### src/logic/uft_defs.vh
`ifndef UFT_DEFS_VH
`define UFT_DEFS_VH

// register word indices inside one channel window, byte address = base + 4 * index
`define UFT_IDX_CTRL      3'h0
`define UFT_IDX_TXDATA    3'h1
`define UFT_IDX_RXDATA    3'h2
`define UFT_IDX_STATUS    3'h3
`define UFT_IDX_ISTAT     3'h4
`define UFT_IDX_IMASK     3'h5
`define UFT_IDX_LAST      3'h5

// fifo_control field positions
`define UFT_CTRL_EN       0
`define UFT_CTRL_RXCLR    1
`define UFT_CTRL_TXCLR    2
`define UFT_CTRL_DMA      3
`define UFT_CTRL_THR_LO   6
`define UFT_CTRL_THR_HI   7

// reset values
`define UFT_CTRL_RST      8'h00
`define UFT_IMASK_RST     4'h0
`define UFT_ISTAT_RST     4'h0

// receive threshold levels in characters
`define UFT_THR_00        8'h01
`define UFT_THR_01        8'h04
`define UFT_THR_10        8'h08
`define UFT_THR_11        8'h0e

// interrupt status bit positions
`define UFT_INT_TXEMPTY   0
`define UFT_INT_RXTHR     1
`define UFT_INT_RXTO      2
`define UFT_INT_RXOVR     3

// status register field positions
`define UFT_STAT_TXCNT    0
`define UFT_STAT_RXCNT    8
`define UFT_STAT_FLAGS    16

`endif

### src/logic/uft_fifo.v
`timescale 1ns/1ps
module uft_fifo #(
  parameter DW    = 8,
  parameter DEPTH = 16,
  parameter CW    = 5
) (
  input  wire          clk_i,
  input  wire          rst_n_i,
  input  wire          clr_i,
  input  wire          push_i,
  input  wire          pop_i,
  input  wire [DW-1:0] din_i,
  input  wire [CW-1:0] cap_i,
  output wire [DW-1:0] dout_o,
  output wire [CW-1:0] count_o,
  output wire          full_o,
  output wire          empty_o
);

  localparam AW = (DEPTH > 1) ? $clog2(DEPTH) : 1;
  localparam [AW-1:0] PTR_ONE = 1;
  localparam [CW-1:0] CNT_ONE = 1;

  reg [DW-1:0] mem_r [0:DEPTH-1];
  reg [AW-1:0] wr_ptr_r;
  reg [AW-1:0] rd_ptr_r;
  reg [CW-1:0] count_r;

  wire do_push;
  wire do_pop;

  // cap_i shrinks the fifo to a single holding register when fifos are off
  assign full_o  = (count_r >= cap_i);
  assign empty_o = (count_r == {CW{1'b0}});
  assign do_push = push_i & ~full_o;
  assign do_pop  = pop_i & ~empty_o;
  assign dout_o  = mem_r[rd_ptr_r];
  assign count_o = count_r;

  always @(posedge clk_i) begin
    if (do_push & ~clr_i) begin
      mem_r[wr_ptr_r] <= din_i;
    end
  end

  // depth must be a power of two so the pointers wrap on their own
  always @(posedge clk_i or negedge rst_n_i) begin
    if (!rst_n_i) begin
      wr_ptr_r <= {AW{1'b0}};
      rd_ptr_r <= {AW{1'b0}};
      count_r  <= {CW{1'b0}};
    end else if (clr_i) begin
      wr_ptr_r <= {AW{1'b0}};
      rd_ptr_r <= {AW{1'b0}};
      count_r  <= {CW{1'b0}};
    end else begin
      if (do_push) begin
        wr_ptr_r <= wr_ptr_r + PTR_ONE;
      end
      if (do_pop) begin
        rd_ptr_r <= rd_ptr_r + PTR_ONE;
      end
      if (do_push & ~do_pop) begin
        count_r <= count_r + CNT_ONE;
      end else if (do_pop & ~do_push) begin
        count_r <= count_r - CNT_ONE;
      end
    end
  end

endmodule

### src/logic/uft_top.v
// The implementer's own choices: the address map and the APB register port.
`timescale 1ns/1ps
`include "uft_defs.vh"

// Summary of operation
// mode 0 or fifos off: tx request low while tx fifo or holding register empty
// mode 0: tx request returns high once a character is written
// mode 0 or fifos off: rx request low once one character is held
// mode 0: rx request returns high when no received characters remain
// mode 1: tx request low while any tx location free, high only when full
// mode 1: rx request low on threshold or time-out, high once rx fifo empty
// mode 1: transmit interrupt raised when tx fifo becomes empty
// mode 1: receive interrupt at threshold; receive fifo keeps filling until full
// bits 7-6 select threshold; interrupt when count equals it; reset zero
// control bits 5-4 unused, held and read as zero
// control bit 3 selects dma mode 0 or mode 1
// writing bit 2 clears tx fifo and counters; bit self-clears
// bit 0 enables fifos; other bits ignored unless written with bit 0 set
// writing bit 1 clears rx fifo and counters; bit self-clears
// threshold codes 00,01,10,11 give 1,4,8,14 characters
// separate registered tx and rx request outputs per channel, high after reset
module uft_top #(
  parameter DW    = 8,
  parameter DEPTH = 16
) (
  input  wire            CORE_CLK_I,
  input  wire            RST_N_I,
  input  wire            PSEL_I,
  input  wire            PENABLE_I,
  input  wire            PWRITE_I,
  input  wire [7:0]      PADDR_I,
  input  wire [31:0]     PWDATA_I,
  output wire [31:0]     PRDATA_O,
  output wire            PREADY_O,
  output wire            PSLVERR_O,
  output wire            IRQ_O,
  input  wire [1:0]      TX_LOAD_I,
  output wire [2*DW-1:0] TX_DATA_O,
  output wire [1:0]      TX_AVAIL_O,
  input  wire [1:0]      RX_PUSH_I,
  input  wire [2*DW-1:0] RX_DATA_I,
  input  wire [1:0]      RX_TIMEOUT_I,
  output wire [1:0]      TX_REQUEST_N_O,
  output wire [1:0]      RX_REQUEST_N_O
);

  localparam NCH = 2;
  localparam CW  = $clog2(DEPTH) + 1;
  localparam [CW-1:0] CAP_FIFO = DEPTH;
  localparam [CW-1:0] CAP_HOLD = 1;

  function [7:0] thr_level;
    input [1:0] sel;
    begin
      case (sel)
        2'b00:   thr_level = `UFT_THR_00;
        2'b01:   thr_level = `UFT_THR_01;
        2'b10:   thr_level = `UFT_THR_10;
        2'b11:   thr_level = `UFT_THR_11;
        default: thr_level = `UFT_THR_00;
      endcase
    end
  endfunction

  function [7:0] ext8;
    input [CW-1:0] v;
    begin
      ext8 = {{(8-CW){1'b0}}, v};
    end
  endfunction

  reg  [8*NCH-1:0]  ctrl_r;
  reg  [4*NCH-1:0]  istat_r;
  reg  [4*NCH-1:0]  imask_r;
  reg  [NCH-1:0]    tx_req_n_r;
  reg  [NCH-1:0]    rx_req_n_r;
  reg  [NCH-1:0]    tx_empty_d_r;
  reg  [NCH-1:0]    rx_hit_d_r;
  reg  [NCH-1:0]    tx_avail_r;
  reg  [NCH*DW-1:0] tx_data_r;
  reg  [31:0]       prdata_r;
  reg               pready_r;
  reg               pslverr_r;
  reg               irq_r;

  wire [NCH*CW-1:0] tx_cnt_w;
  wire [NCH*CW-1:0] rx_cnt_w;
  wire [NCH*DW-1:0] tx_head_w;
  wire [NCH*DW-1:0] rx_head_w;
  wire [NCH-1:0]    tx_full_w;
  wire [NCH-1:0]    tx_empty_w;
  wire [NCH-1:0]    rx_full_w;
  wire [NCH-1:0]    rx_empty_w;

  reg  [NCH-1:0]    tx_push;
  reg  [NCH-1:0]    tx_pop;
  reg  [NCH-1:0]    tx_clr;
  reg  [NCH-1:0]    rx_push;
  reg  [NCH-1:0]    rx_pop;
  reg  [NCH-1:0]    rx_clr;
  reg  [NCH-1:0]    fifo_en;
  reg  [NCH-1:0]    mode1;
  reg  [NCH-1:0]    rx_hit;
  reg  [NCH*CW-1:0] cap;
  reg  [8*NCH-1:0]  ctrl_nxt;
  reg  [4*NCH-1:0]  istat_nxt;
  reg  [4*NCH-1:0]  imask_nxt;
  reg  [31:0]       rd_val;

  wire       acc     = PSEL_I & PENABLE_I;
  wire       done    = acc & pready_r;
  wire [2:0] idx     = PADDR_I[4:2];
  wire       sel_ch  = PADDR_I[5];
  wire       hit     = (PADDR_I[7:6] == 2'b00) & (PADDR_I[1:0] == 2'b00) &
                       (idx <= `UFT_IDX_LAST);
  wire       wr      = done & PWRITE_I & hit;
  wire       rd      = done & ~PWRITE_I & hit;

  genvar g;
  generate
    for (g = 0; g < NCH; g = g + 1) begin : g_ch
      uft_fifo #(
        .DW    (DW),
        .DEPTH (DEPTH),
        .CW    (CW)
      ) u_tx_fifo (
        .clk_i   (CORE_CLK_I),
        .rst_n_i (RST_N_I),
        .clr_i   (tx_clr[g]),
        .push_i  (tx_push[g]),
        .pop_i   (tx_pop[g]),
        .din_i   (PWDATA_I[DW-1:0]),
        .cap_i   (cap[g*CW +: CW]),
        .dout_o  (tx_head_w[g*DW +: DW]),
        .count_o (tx_cnt_w[g*CW +: CW]),
        .full_o  (tx_full_w[g]),
        .empty_o (tx_empty_w[g])
      );
      uft_fifo #(
        .DW    (DW),
        .DEPTH (DEPTH),
        .CW    (CW)
      ) u_rx_fifo (
        .clk_i   (CORE_CLK_I),
        .rst_n_i (RST_N_I),
        .clr_i   (rx_clr[g]),
        .push_i  (rx_push[g]),
        .pop_i   (rx_pop[g]),
        .din_i   (RX_DATA_I[g*DW +: DW]),
        .cap_i   (cap[g*CW +: CW]),
        .dout_o  (rx_head_w[g*DW +: DW]),
        .count_o (rx_cnt_w[g*CW +: CW]),
        .full_o  (rx_full_w[g]),
        .empty_o (rx_empty_w[g])
      );
    end
  endgenerate

  integer i;
  always @* begin
    ctrl_nxt  = ctrl_r;
    istat_nxt = istat_r;
    imask_nxt = imask_r;
    for (i = 0; i < NCH; i = i + 1) begin
      fifo_en[i]      = ctrl_r[i*8 + `UFT_CTRL_EN];
      mode1[i]        = fifo_en[i] & ctrl_r[i*8 + `UFT_CTRL_DMA];
      cap[i*CW +: CW] = fifo_en[i] ? CAP_FIFO : CAP_HOLD;
      rx_hit[i]       = fifo_en[i] &
                        (ext8(rx_cnt_w[i*CW +: CW]) >=
                         thr_level(ctrl_r[i*8+`UFT_CTRL_THR_LO +: 2]));
      tx_push[i] = wr & (sel_ch == i) & (idx == `UFT_IDX_TXDATA);
      tx_pop[i]  = TX_LOAD_I[i];
      rx_push[i] = RX_PUSH_I[i] & ~rx_full_w[i];
      rx_pop[i]  = rd & (sel_ch == i) & (idx == `UFT_IDX_RXDATA);
      tx_clr[i]  = 1'b0;
      rx_clr[i]  = 1'b0;
      if (wr & (sel_ch == i) & (idx == `UFT_IDX_CTRL)) begin
        if (PWDATA_I[`UFT_CTRL_EN]) begin
          ctrl_nxt[i*8 +: 8] = {PWDATA_I[7:6], 2'b00, PWDATA_I[3], 2'b00, 1'b1};
          tx_clr[i] = PWDATA_I[`UFT_CTRL_TXCLR] | ~fifo_en[i];
          rx_clr[i] = PWDATA_I[`UFT_CTRL_RXCLR] | ~fifo_en[i];
        end else begin
          ctrl_nxt[i*8 + `UFT_CTRL_EN] = 1'b0;
          tx_clr[i] = fifo_en[i];
          rx_clr[i] = fifo_en[i];
        end
      end
      if (wr & (sel_ch == i) & (idx == `UFT_IDX_ISTAT)) begin
        istat_nxt[i*4 +: 4] = istat_r[i*4 +: 4] & ~PWDATA_I[3:0];
      end
      if (wr & (sel_ch == i) & (idx == `UFT_IDX_IMASK)) begin
        imask_nxt[i*4 +: 4] = PWDATA_I[3:0];
      end
      // events are ored in last so a set wins over a same-cycle clear
      if (tx_empty_w[i] & ~tx_empty_d_r[i]) begin
        istat_nxt[i*4 + `UFT_INT_TXEMPTY] = 1'b1;
      end
      if (rx_hit[i] & ~rx_hit_d_r[i]) begin
        istat_nxt[i*4 + `UFT_INT_RXTHR] = 1'b1;
      end
      if (RX_TIMEOUT_I[i] & fifo_en[i]) begin
        istat_nxt[i*4 + `UFT_INT_RXTO] = 1'b1;
      end
      if (RX_PUSH_I[i] & rx_full_w[i]) begin
        istat_nxt[i*4 + `UFT_INT_RXOVR] = 1'b1;
      end
    end
  end

  always @* begin
    rd_val = 32'h0000_0000;
    case (idx)
      `UFT_IDX_CTRL: begin
        rd_val[7:0] = sel_ch ? ctrl_r[15:8] : ctrl_r[7:0];
      end
      `UFT_IDX_RXDATA: begin
        rd_val[DW-1:0] = sel_ch ? rx_head_w[2*DW-1:DW] : rx_head_w[DW-1:0];
      end
      `UFT_IDX_STATUS: begin
        rd_val[`UFT_STAT_TXCNT +: 8] = ext8(tx_cnt_w[sel_ch*CW +: CW]);
        rd_val[`UFT_STAT_RXCNT +: 8] = ext8(rx_cnt_w[sel_ch*CW +: CW]);
        rd_val[`UFT_STAT_FLAGS +: 4] = {tx_full_w[sel_ch], tx_empty_w[sel_ch],
                                        rx_full_w[sel_ch], rx_empty_w[sel_ch]};
      end
      `UFT_IDX_ISTAT: begin
        rd_val[3:0] = sel_ch ? istat_r[7:4] : istat_r[3:0];
      end
      `UFT_IDX_IMASK: begin
        rd_val[3:0] = sel_ch ? imask_r[7:4] : imask_r[3:0];
      end
      default: begin
        rd_val = 32'h0000_0000;
      end
    endcase
    if (!hit) begin
      rd_val = 32'h0000_0000;
    end
  end

  // one wait state so read data and pready both leave flip-flops
  always @(posedge CORE_CLK_I or negedge RST_N_I) begin
    if (!RST_N_I) begin
      pready_r  <= 1'b0;
      pslverr_r <= 1'b0;
      prdata_r  <= 32'h0000_0000;
    end else if (acc & ~pready_r) begin
      pready_r  <= 1'b1;
      pslverr_r <= ~hit;
      prdata_r  <= PWRITE_I ? 32'h0000_0000 : rd_val;
    end else begin
      pready_r  <= 1'b0;
      pslverr_r <= 1'b0;
    end
  end

  always @(posedge CORE_CLK_I or negedge RST_N_I) begin
    if (!RST_N_I) begin
      ctrl_r       <= {NCH{`UFT_CTRL_RST}};
      istat_r      <= {NCH{`UFT_ISTAT_RST}};
      imask_r      <= {NCH{`UFT_IMASK_RST}};
      tx_empty_d_r <= {NCH{1'b1}};
      rx_hit_d_r   <= {NCH{1'b0}};
      irq_r        <= 1'b0;
    end else begin
      ctrl_r       <= ctrl_nxt;
      istat_r      <= istat_nxt;
      imask_r      <= imask_nxt;
      tx_empty_d_r <= tx_empty_w;
      rx_hit_d_r   <= rx_hit;
      irq_r        <= |(istat_r & imask_r);
    end
  end

  integer c;
  always @(posedge CORE_CLK_I or negedge RST_N_I) begin
    if (!RST_N_I) begin
      tx_req_n_r <= {NCH{1'b1}};
      rx_req_n_r <= {NCH{1'b1}};
      tx_avail_r <= {NCH{1'b0}};
      tx_data_r  <= {(NCH*DW){1'b0}};
    end else begin
      for (c = 0; c < NCH; c = c + 1) begin
        // a load while the fifo is empty is ignored and leaves the data as it was
        if (TX_LOAD_I[c] & ~tx_empty_w[c]) begin
          tx_data_r[c*DW +: DW] <= tx_head_w[c*DW +: DW];
        end
        tx_avail_r[c] <= ~tx_empty_w[c];
        if (mode1[c]) begin
          tx_req_n_r[c] <= tx_full_w[c];
          if (rx_empty_w[c]) begin
            rx_req_n_r[c] <= 1'b1;
          end else if (rx_hit[c] | RX_TIMEOUT_I[c]) begin
            rx_req_n_r[c] <= 1'b0;
          end
        end else begin
          tx_req_n_r[c] <= ~tx_empty_w[c];
          rx_req_n_r[c] <= rx_empty_w[c];
        end
      end
    end
  end

  assign PRDATA_O       = prdata_r;
  assign PREADY_O       = pready_r;
  assign PSLVERR_O      = pslverr_r;
  assign IRQ_O          = irq_r;
  assign TX_DATA_O      = tx_data_r;
  assign TX_AVAIL_O     = tx_avail_r;
  assign TX_REQUEST_N_O = tx_req_n_r;
  assign RX_REQUEST_N_O = rx_req_n_r;

endmodule

### config.mk
export PLATFORM = sky130hd
export DESIGN_NAME = uft_top
export DESIGN_NICKNAME = d
export VERILOG_FILES = /design/src/logic/uft_fifo.v /design/src/logic/uft_top.v
export VERILOG_INCLUDE_DIRS = /design/src /design/src/logic
export SDC_FILE = /design/constraint.sdc
export NUM_CORES = 1
export LEC_CHECK = 0
export BUFFER_PORTS_ARGS = -buffer_cell sky130_fd_sc_hd__buf_2
export CORE_ASPECT_RATIO = 1.25
export CORE_MARGIN = 4
export CORE_UTILIZATION = 62
export DETAILED_ROUTE_END_ITERATION = 8
export PLACE_DENSITY_LB_ADDON = 0.2
export SKIP_LAST_GASP = 1
export SLEW_MARGIN = 10
export SYNTH_ARGS = -nofsm -noshare
export SYNTH_HDL_FRONTEND = slang
export SYNTH_HIERARCHICAL = 1
export SYNTH_SLANG_ARGS = --single-unit
### constraint.sdc
create_clock -name CORE_CLK_I -period 4.9 [get_ports CORE_CLK_I]
set_input_delay 0.245 -clock CORE_CLK_I [delete_from_list [all_inputs] [get_ports CORE_CLK_I]]
set_output_delay 0.245 -clock CORE_CLK_I [all_outputs]
set_load 0.005 [all_outputs]
After elaboration in Yosys (flattened, before gate mapping)
Memory sizes are Yosys's and may differ from the RTL's. A register that Yosys moved wholly into a read port is not among the register bits.
Cells that the tools add are included.
Widths: inputs -> output; s select.
{ "classes": {"n_bitwise": 97, "n_eq_ne": 13, "reduce_logical": 34, "multipliers": 1, "muxes": 86, "n_addsub": 16, "n_lt_le_gt_ge": 8, "shift": 2} }
{ "ops": {"columns": ["cell", "n"], "rows": [
  ["$mux 4", 20],
  ["$mux 5", 14],
  ["$pmux 8 s4", 2],
  ["$and 1x1->1", 57],
  ["$mux 1", 43],
  ["$add 4x1->4 const B", 8],
  ["$mux 32", 1],
  ["$reduce_bool 2->1", 16],
  ["$not 1->1", 30],
  ["$add 5x1->5 const B", 4],
  ["$ge 5x5->1", 4],
  ["$logic_not 5->1", 4],
  ["$mux 20", 1],
  ["$pmux 4 s5", 1],
  ["$shiftx 10x5->5", 2],
  ["$sub 5x1->5 const B", 4],
  ["$ge 5x8->1", 2],
  ["$mux 8", 2],
  ["$mux 12", 1],
  ["$pmux 4 s3", 1],
  ["$reduce_bool 3->1", 4],
  ["$and 4x4->4", 2],
  ["$and 8x8->8", 1],
  ["$eq 2x2->1 const B", 4],
  ["other kinds (15)", 29]
]} }
{ "totals": {"wordCells": 297, "memories": 4, "input_bits": 67, "regBits": 121, "output_inout_bits": 57, "ram_bits": 512} }
{ "memory_table": {"columns": ["name", "words", "word_bits", "read_ports", "rd_clocked_by_memory_dff", "write_ports", "line", "text"], "rows": [
  ["g_ch[0].u_rx_fifo.mem_r", 16, 8, 1, 0, 1, "uft_fifo.v:24", "reg [DW-1:0] mem_r [0:DEPTH-1];"],
  ["g_ch[0].u_tx_fifo.mem_r", 16, 8, 1, 1, 1, "uft_fifo.v:24", null],
  ["g_ch[1].u_rx_fifo.mem_r", 16, 8, 1, 0, 1, "uft_fifo.v:24", null],
  ["g_ch[1].u_tx_fifo.mem_r", 16, 8, 1, 1, 1, "uft_fifo.v:24", null]
]} }

Logic depth before layout (Yosys ltp)
{ "logic_depth": {"ltp_word": 12, "mapped_depth": 20, "mapped_depth_nobuf": 18} }

By module
Netlist, hierarchy kept.
{ "modules_own_cells": {"columns": ["module", "seq_area_each_um2", "cells_each", "n_inst", "area_each_um2"], "rows": [
  ["uft_fifo at g_ch[0].u_rx_fifo ...", 4169.0, 327, 3, 6038.3],
  ["uft_fifo at g_ch[0].u_tx_fifo", 4169.0, 327, 1, 6049.6],
  ["uft_top", 1759.2, 347, 1, 3727.3]
]} }

Least setup slack after synthesis
No wires, ideal clock.
{ "synth_path": {"path_type": "register to register", "start": "register ctrl_r[0]", "end": "register g_ch[0].u_rx_fifo.count_r[4]", "t_arrival_ns": 3.786, "period_less_slack_ns": 3.910, "slack_ns": 0.990, "stages_incl_launch_ff": 21, "setup_ns": 0.125, "path_buffers": 2, "required_ns": 4.775, "cell_sequence": "dfrtp_1 -> clkbuf_1 -> inv_1 -> ha_1 -> nor2b_1 -> o21ai_1 -> a21o_1 -> a21o_1 -> nor2b_1 -> nor2b_1 -> nand2b_1 -> a2bb2oi_2 -> buf_2 -> inv_1 -> ha_1 -> inv_1 -> ha_1 -> a21oi_1 -> a211oi_1 -> a31oi_1 -> mux2_2"} }
{ "synth_between": {"elab_chain_cells": 8, "word_cells_on_any_way": 15, "cone_classes": "1 x order compare; 5 x mux; 8 x bitwise; 1 x reduce/logical"} }
{ "synth_lines": {"columns": ["item", "line", "text"], "rows": [
  ["from (decl)", "uft_top.v:72", "reg [8*NCH-1:0] ctrl_r;"],
  ["from (signal assigned)", "uft_top.v:258", "ctrl_r <= {NCH{`UFT_CTRL_RST}};"],
  ["from (signal assigned)", "uft_top.v:265", "ctrl_r <= ctrl_nxt;"],
  ["$mux 5 *", "uft_top.v:167", "cap[i*CW +: CW] = fifo_en[i] ? CAP_FIFO : CAP_HOLD;"],
  ["named net cap[0]", "uft_top.v:104", "reg [NCH*CW-1:0] cap;"],
  ["$ge 5x5->1 *", "uft_fifo.v:33", "assign full_o = (count_r >= cap_i);"],
  ["named net rx_full_w[0]", "uft_top.v:92", "wire [NCH-1:0] rx_full_w;"],
  ["$not 1->1 *", "uft_top.v:173", "rx_push[i] = RX_PUSH_I[i] & ~rx_full_w[i];"],
  ["$and 1x1->1 *", "uft_top.v:173", null],
  ["named net rx_push[0]", "uft_top.v:98", "reg [NCH-1:0] rx_push;"],
  ["$and 1x1->1 *", "uft_fifo.v:35", "assign do_push = push_i & ~full_o;"],
  ["$and 1x1->1 / $not 1->1 (equally long branches)", "uft_fifo.v:63, uft_fifo.v:65", null],
  ["$mux 5 / $and 1x1->1 (equally long branches)", "uft_fifo.v:63, uft_fifo.v:65", null],
  ["$mux 5 / $reduce_bool 3->1 (equally long branches)", null, null],
  ["to (signal assigned)", "uft_fifo.v:51", "count_r <= {CW{1'b0}};"],
  ["to (signal assigned)", "uft_fifo.v:55", "count_r <= {CW{1'b0}};"],
  ["to (signal assigned)", "uft_fifo.v:64", "count_r <= count_r + CNT_ONE;"],
  ["to (decl)", "uft_fifo.v:27", "reg [CW-1:0] count_r;"]
]} }
Mark *: on every way through the listed nets, which the timed path passes. The rest lies on a longest branch.
A chain may end at the register's enable or synchronous reset.

Worst setup path in the final report
Ends and elaborated chain as after synthesis.

==> impl_metrics.ini <==
[status]
status = completed

[setup_path]
cpPeakStageDelay_ps = 570
crit_family = compound AO/OA/AOI/OAI gates
required_ps = 5380
start_kind = register
cp_num_buf_inv = 3
path_class = register to register
rr_startpoint = ctrl_r[0]
arrival_ps = 4860
crit_slowest_cell = a2bb2oi_2
path_depth = 18
crit_fanout = 15
crit_start = ctrl_r[0]
r2r-end = g_ch[0].u_rx_fifo/count_o[4]
worstPathCellList = inv_1 -> ha_1 -> nor2b_1 -> o21ai_1 -> a21o_1 -> a21o_1 -> nor2b_1 -> nor2b_1 -> nand2b_1 -> a2bb2oi_2 -> inv_1 -> ha_1 -> inv_1 -> ha_1 -> a21oi_1 -> a211oi_1 -> a31oi_1 -> mux2_2
reg2reg_slack_ps = 530
crit_path_end = g_ch[0].u_rx_fifo/count_o[4]
ff2ff_path_depth = 18
worst_setup_path_end_kind = register

[job]
maxCapViolCount = 0

[detailed_routing]
avgRoutedWirePerCell_um = 24.0
drt-initial-drc-count = 1227
first_pass_iters = 6
drc_errors = 0
wl_um = 58500
avgViaCountPerCell = 6.21
ant_nets = 0
vias = 15100

[synth]
synth.ff_latch_count = 634
muxShareOfSynthArea_pct = 14.4
ys.warnings.count = 6
synth_cell_type_count = 69
synth_edf_count = 512
synth_adder_area_share_pct = 3.43
syn_avg_cell_area_um2 = 16.9
synthSimpleGateAreaFrac_pct = 6.80
synth_top_family_by_area = multiplexers
synthFlopType = edfxtp_1
synth-compound-area-share_pct = 5.19
syn_inst = 1655
netlist_area_um2 = 27900
async_reset_ff_share_pct = 19.2
synth-xor-area-share_pct = 0.754
synth_seq_area_share_pct = 66.1

[min_path]
hold_class = input port to register

[floorplanning]
coreArea_um2 = 44300
fp.dieArea_um2 = 48500
fp.dieW_um = 198
num_rows = 86
start_util_pct = 62.9
die_h_um = 245
io_pins = 124

[cells_and_area]
drive_gt1_share_pct = 21.3
syn2layout_area_growth_pct = 11.2
final_util_pct = 69.9
nets = 1952
instances_no_fill = 2435

[grt]
antenna_found_initial = 4
grt_usage_pct = 24.5
grt_pass1_wl_um = 90400
grt_overflow = 0
grt_max_degree = 91
grt_pass1_vias = 15500

[sta]
slew_headroom_pct = 26.4
tightest_slew_ps = 1090
finClkSkew_ps = 18.6
finalSetupViolations = 0
max_freq_ghz = 0.229
setup_tns_ps = 0
grt_setup_unrepaired = false
hold_viol = 0
min_period_ps = 4370
holdWs_ps = 32.7
post-route-period-util_pct = 89.2
slew_violations = 0

[power_and_ir_drop]
p_switching_w = 0.00401
combPwrFrac_pct = 20.9
vdd_ir_drop_max_mv = 0.381
seqPwrFrac_pct = 47.2
clockPowerShare_pct = 31.8
p_leak_nw = 11.2
total_power_w = 0.0144
power_density_nw_per_um2 = 464
p_int_w = 0.0104
sw_frac_of_total_pct = 27.8

[cts]
clkTransAtPathRegs_ps = 70
clk_path_buf_depth = 3
clkLatencyLatePin_ps = 620
cts.sinks = 634
cts_setup_buffers = 0
cts-root-buf = clkbuf_16
cts_hold_buf = 17
cts_buffers = 57
post_cts_resized = 0
htreeDepth = 2
cts_tree = yes

[placement]
dp.cells = 2307
globalplace.congestion = 0.946
place_hpwl_um = 38300
port_buffers = 84
[cell type report]
cell class / instances / area, um2
timing repair buffer: 165 / 1080
clock inverter: 29 / 372
antenna: 4 / 10.0
inverter: 56 / 210
sequential: 634 / 18400
multi-input combinational: 897 / 8620
fill: 2867 / 13300
tap: 572 / 716
clock buffer: 78 / 1560
[placed cells by master (no fill, tap or decap), types with 5 or more instances in the layout]
| cell | n |
|---|---|
| a211oi_1 | 7 |
| a21o_1 | 8 |
| a21oi_1 | 36 |
| a22oi_1 | 68 |
| and2_1 | 6 |
| and3_1 | 9 |
| buf_2 | 83 |
| buf_4 | 64 |
| bufinv_16 | 9 |
| clkbuf_1 | 18 |
| clkbuf_16 | 59 |
| clkinv_1 | 11 |
| clkinv_2 | 5 |
| conb_1 | 27 |
| dfrtp_1 | 111 |
| dfrtp_2 | 5 |
| dfstp_2 | 6 |
| dlygate4sd3_1 | 17 |
| edfxtp_1 | 512 |
| ha_1 | 70 |
| inv_1 | 56 |
| mux2_2 | 44 |
| mux2i_1 | 40 |
| mux4_1 | 38 |
| mux4_2 | 92 |
| nand2_1 | 84 |
| nand2b_1 | 20 |
| nand3_1 | 19 |
| nand3b_1 | 10 |
| nor2_1 | 81 |
| nor2b_1 | 28 |
| nor3b_1 | 48 |
| nor4_1 | 7 |
| nor4bb_1 | 5 |
| o211ai_1 | 12 |
| o21ai_0 | 32 |
| or3_1 | 8 |
| or4_4 | 5 |
| xnor2_1 | 8 |
| xor2_1 | 16 |
[cell families after synthesis]
family          after synthesis
fa+ha+maj                    74
simple gates                349
compound gates              206
other cells                   1
buf+inv                     150
mux                         217
xor+xnor                     24
flops                       634
[metrics by stage]
| step | area [um2] | setup WS, ps |
|---|---|---|
| 2_1_floorplan | 28000 | 990 |
| 4_1_cts | 31000 | 568 |
| 6_report | 31000 | 529 |
| 3_5_place_dp | 28900 | 531 |
| 3_3_place_gp | 28900 | 643 |
| 5_1_grt | 31000 | 183 |
[worst min path at each step]
stage | from | to | slack, ps | cells after the start
2_1_floorplan | RST_N_I | IRQ_O | -50 | 0
3_3_place_gp | RST_N_I | TX_DATA_O[4] | 390 | 1
3_5_place_dp | RST_N_I | TX_DATA_O[4] | 410 | 1
4_1_cts | RX_DATA_I[5] | g_ch[0].u_rx_fifo/mem_r[8][5] | 2 | 1
5_1_grt | RX_DATA_I[5] | g_ch[0].u_rx_fifo/mem_r[4][5] | 20 | 1
6_report | RX_DATA_I[10] | g_ch[1].u_rx_fifo/mem_r[0][2] | 30 | 1
[sequential cells by signal, summed over array words and instances (netlist names), 8 cells and up]
| register | cells |
|---|---|
| PRDATA_O | 17 |
| TX_DATA_O | 16 |
| ctrl_r | 8 |
| g_ch.u_rx_fifo/count_o | 10 |
| g_ch.u_rx_fifo/mem_r | 256 |
| g_ch.u_rx_fifo/rd_ptr_r | 8 |
| g_ch.u_rx_fifo/wr_ptr_r | 8 |
| g_ch.u_tx_fifo/count_o | 10 |
| g_ch.u_tx_fifo/mem_r | 256 |
| g_ch.u_tx_fifo/rd_ptr_r | 8 |
| g_ch.u_tx_fifo/wr_ptr_r | 8 |
| imask_r | 8 |
| istat_r | 8 |
[Yosys cell counts, types with 5 or more instances]
cell type | count | area share, %
buf_4 | 19 | 0.51
nor4_1 | 7 | 0.16
nand2_1 | 84 | 1.1
a21o_1 | 8 | 0.22
nor2b_1 | 28 | 0.63
nor2_1 | 81 | 1.1
mux2i_1 | 40 | 1.4
clkbuf_1 | 23 | 0.31
mux2_2 | 44 | 1.8
nand3b_1 | 10 | 0.27
inv_1 | 56 | 0.75
nor3b_1 | 48 | 1.3
or3_1 | 8 | 0.18
xor2_1 | 16 | 0.50
and2_1 | 6 | 0.13
dfstp_2 | 6 | 0.57
nor4bb_1 | 5 | 0.18
o21ai_0 | 32 | 0.57
edfxtp_1 | 512 | 55
and3_1 | 9 | 0.20
or4_4 | 5 | 0.20
nand2b_1 | 20 | 0.45
mux4_1 | 38 | 3.6
buf_2 | 17 | 0.31
a211oi_1 | 7 | 0.19
o211ai_1 | 12 | 0.32
xnor2_1 | 8 | 0.25
a21oi_1 | 36 | 0.65
nand3_1 | 19 | 0.34
buf_6 | 8 | 0.32
dfrtp_1 | 116 | 10
clkdlybuf4s25_2 | 8 | 0.29
mux4_2 | 92 | 7.4
ha_1 | 70 | 3.1
a22oi_1 | 68 | 1.8
[power by group through the flow]
| stage | combinational [W] | clock [W] | sequential, W |
|---|---|---|---|
| 2_1_floorplan | 0.00253 | 0 | 0.00655 |
| 3_3_place_gp | 0.00287 | 0 | 0.00689 |
| 3_5_place_dp | 0.00300 | 0 | 0.00692 |
| 4_1_cts | 0.00303 | 0.00467 | 0.00681 |
| 5_1_grt | 0.00332 | 0.00490 | 0.00687 |
| 6_report | 0.00301 | 0.00458 | 0.00679 |
[per-layer routing]
metal / vias up / track usage [%] / routed length [um]
li1: 6772 / - / -
met1: 7764 / 33.2 / 23300
met2: 492 / 41.1 / 29800
met3: 86 / 4.86 / 3890
met4: 2 / 6.71 / 1470
met5: - / 0 / 20
(Power assumes the default switching activity.)
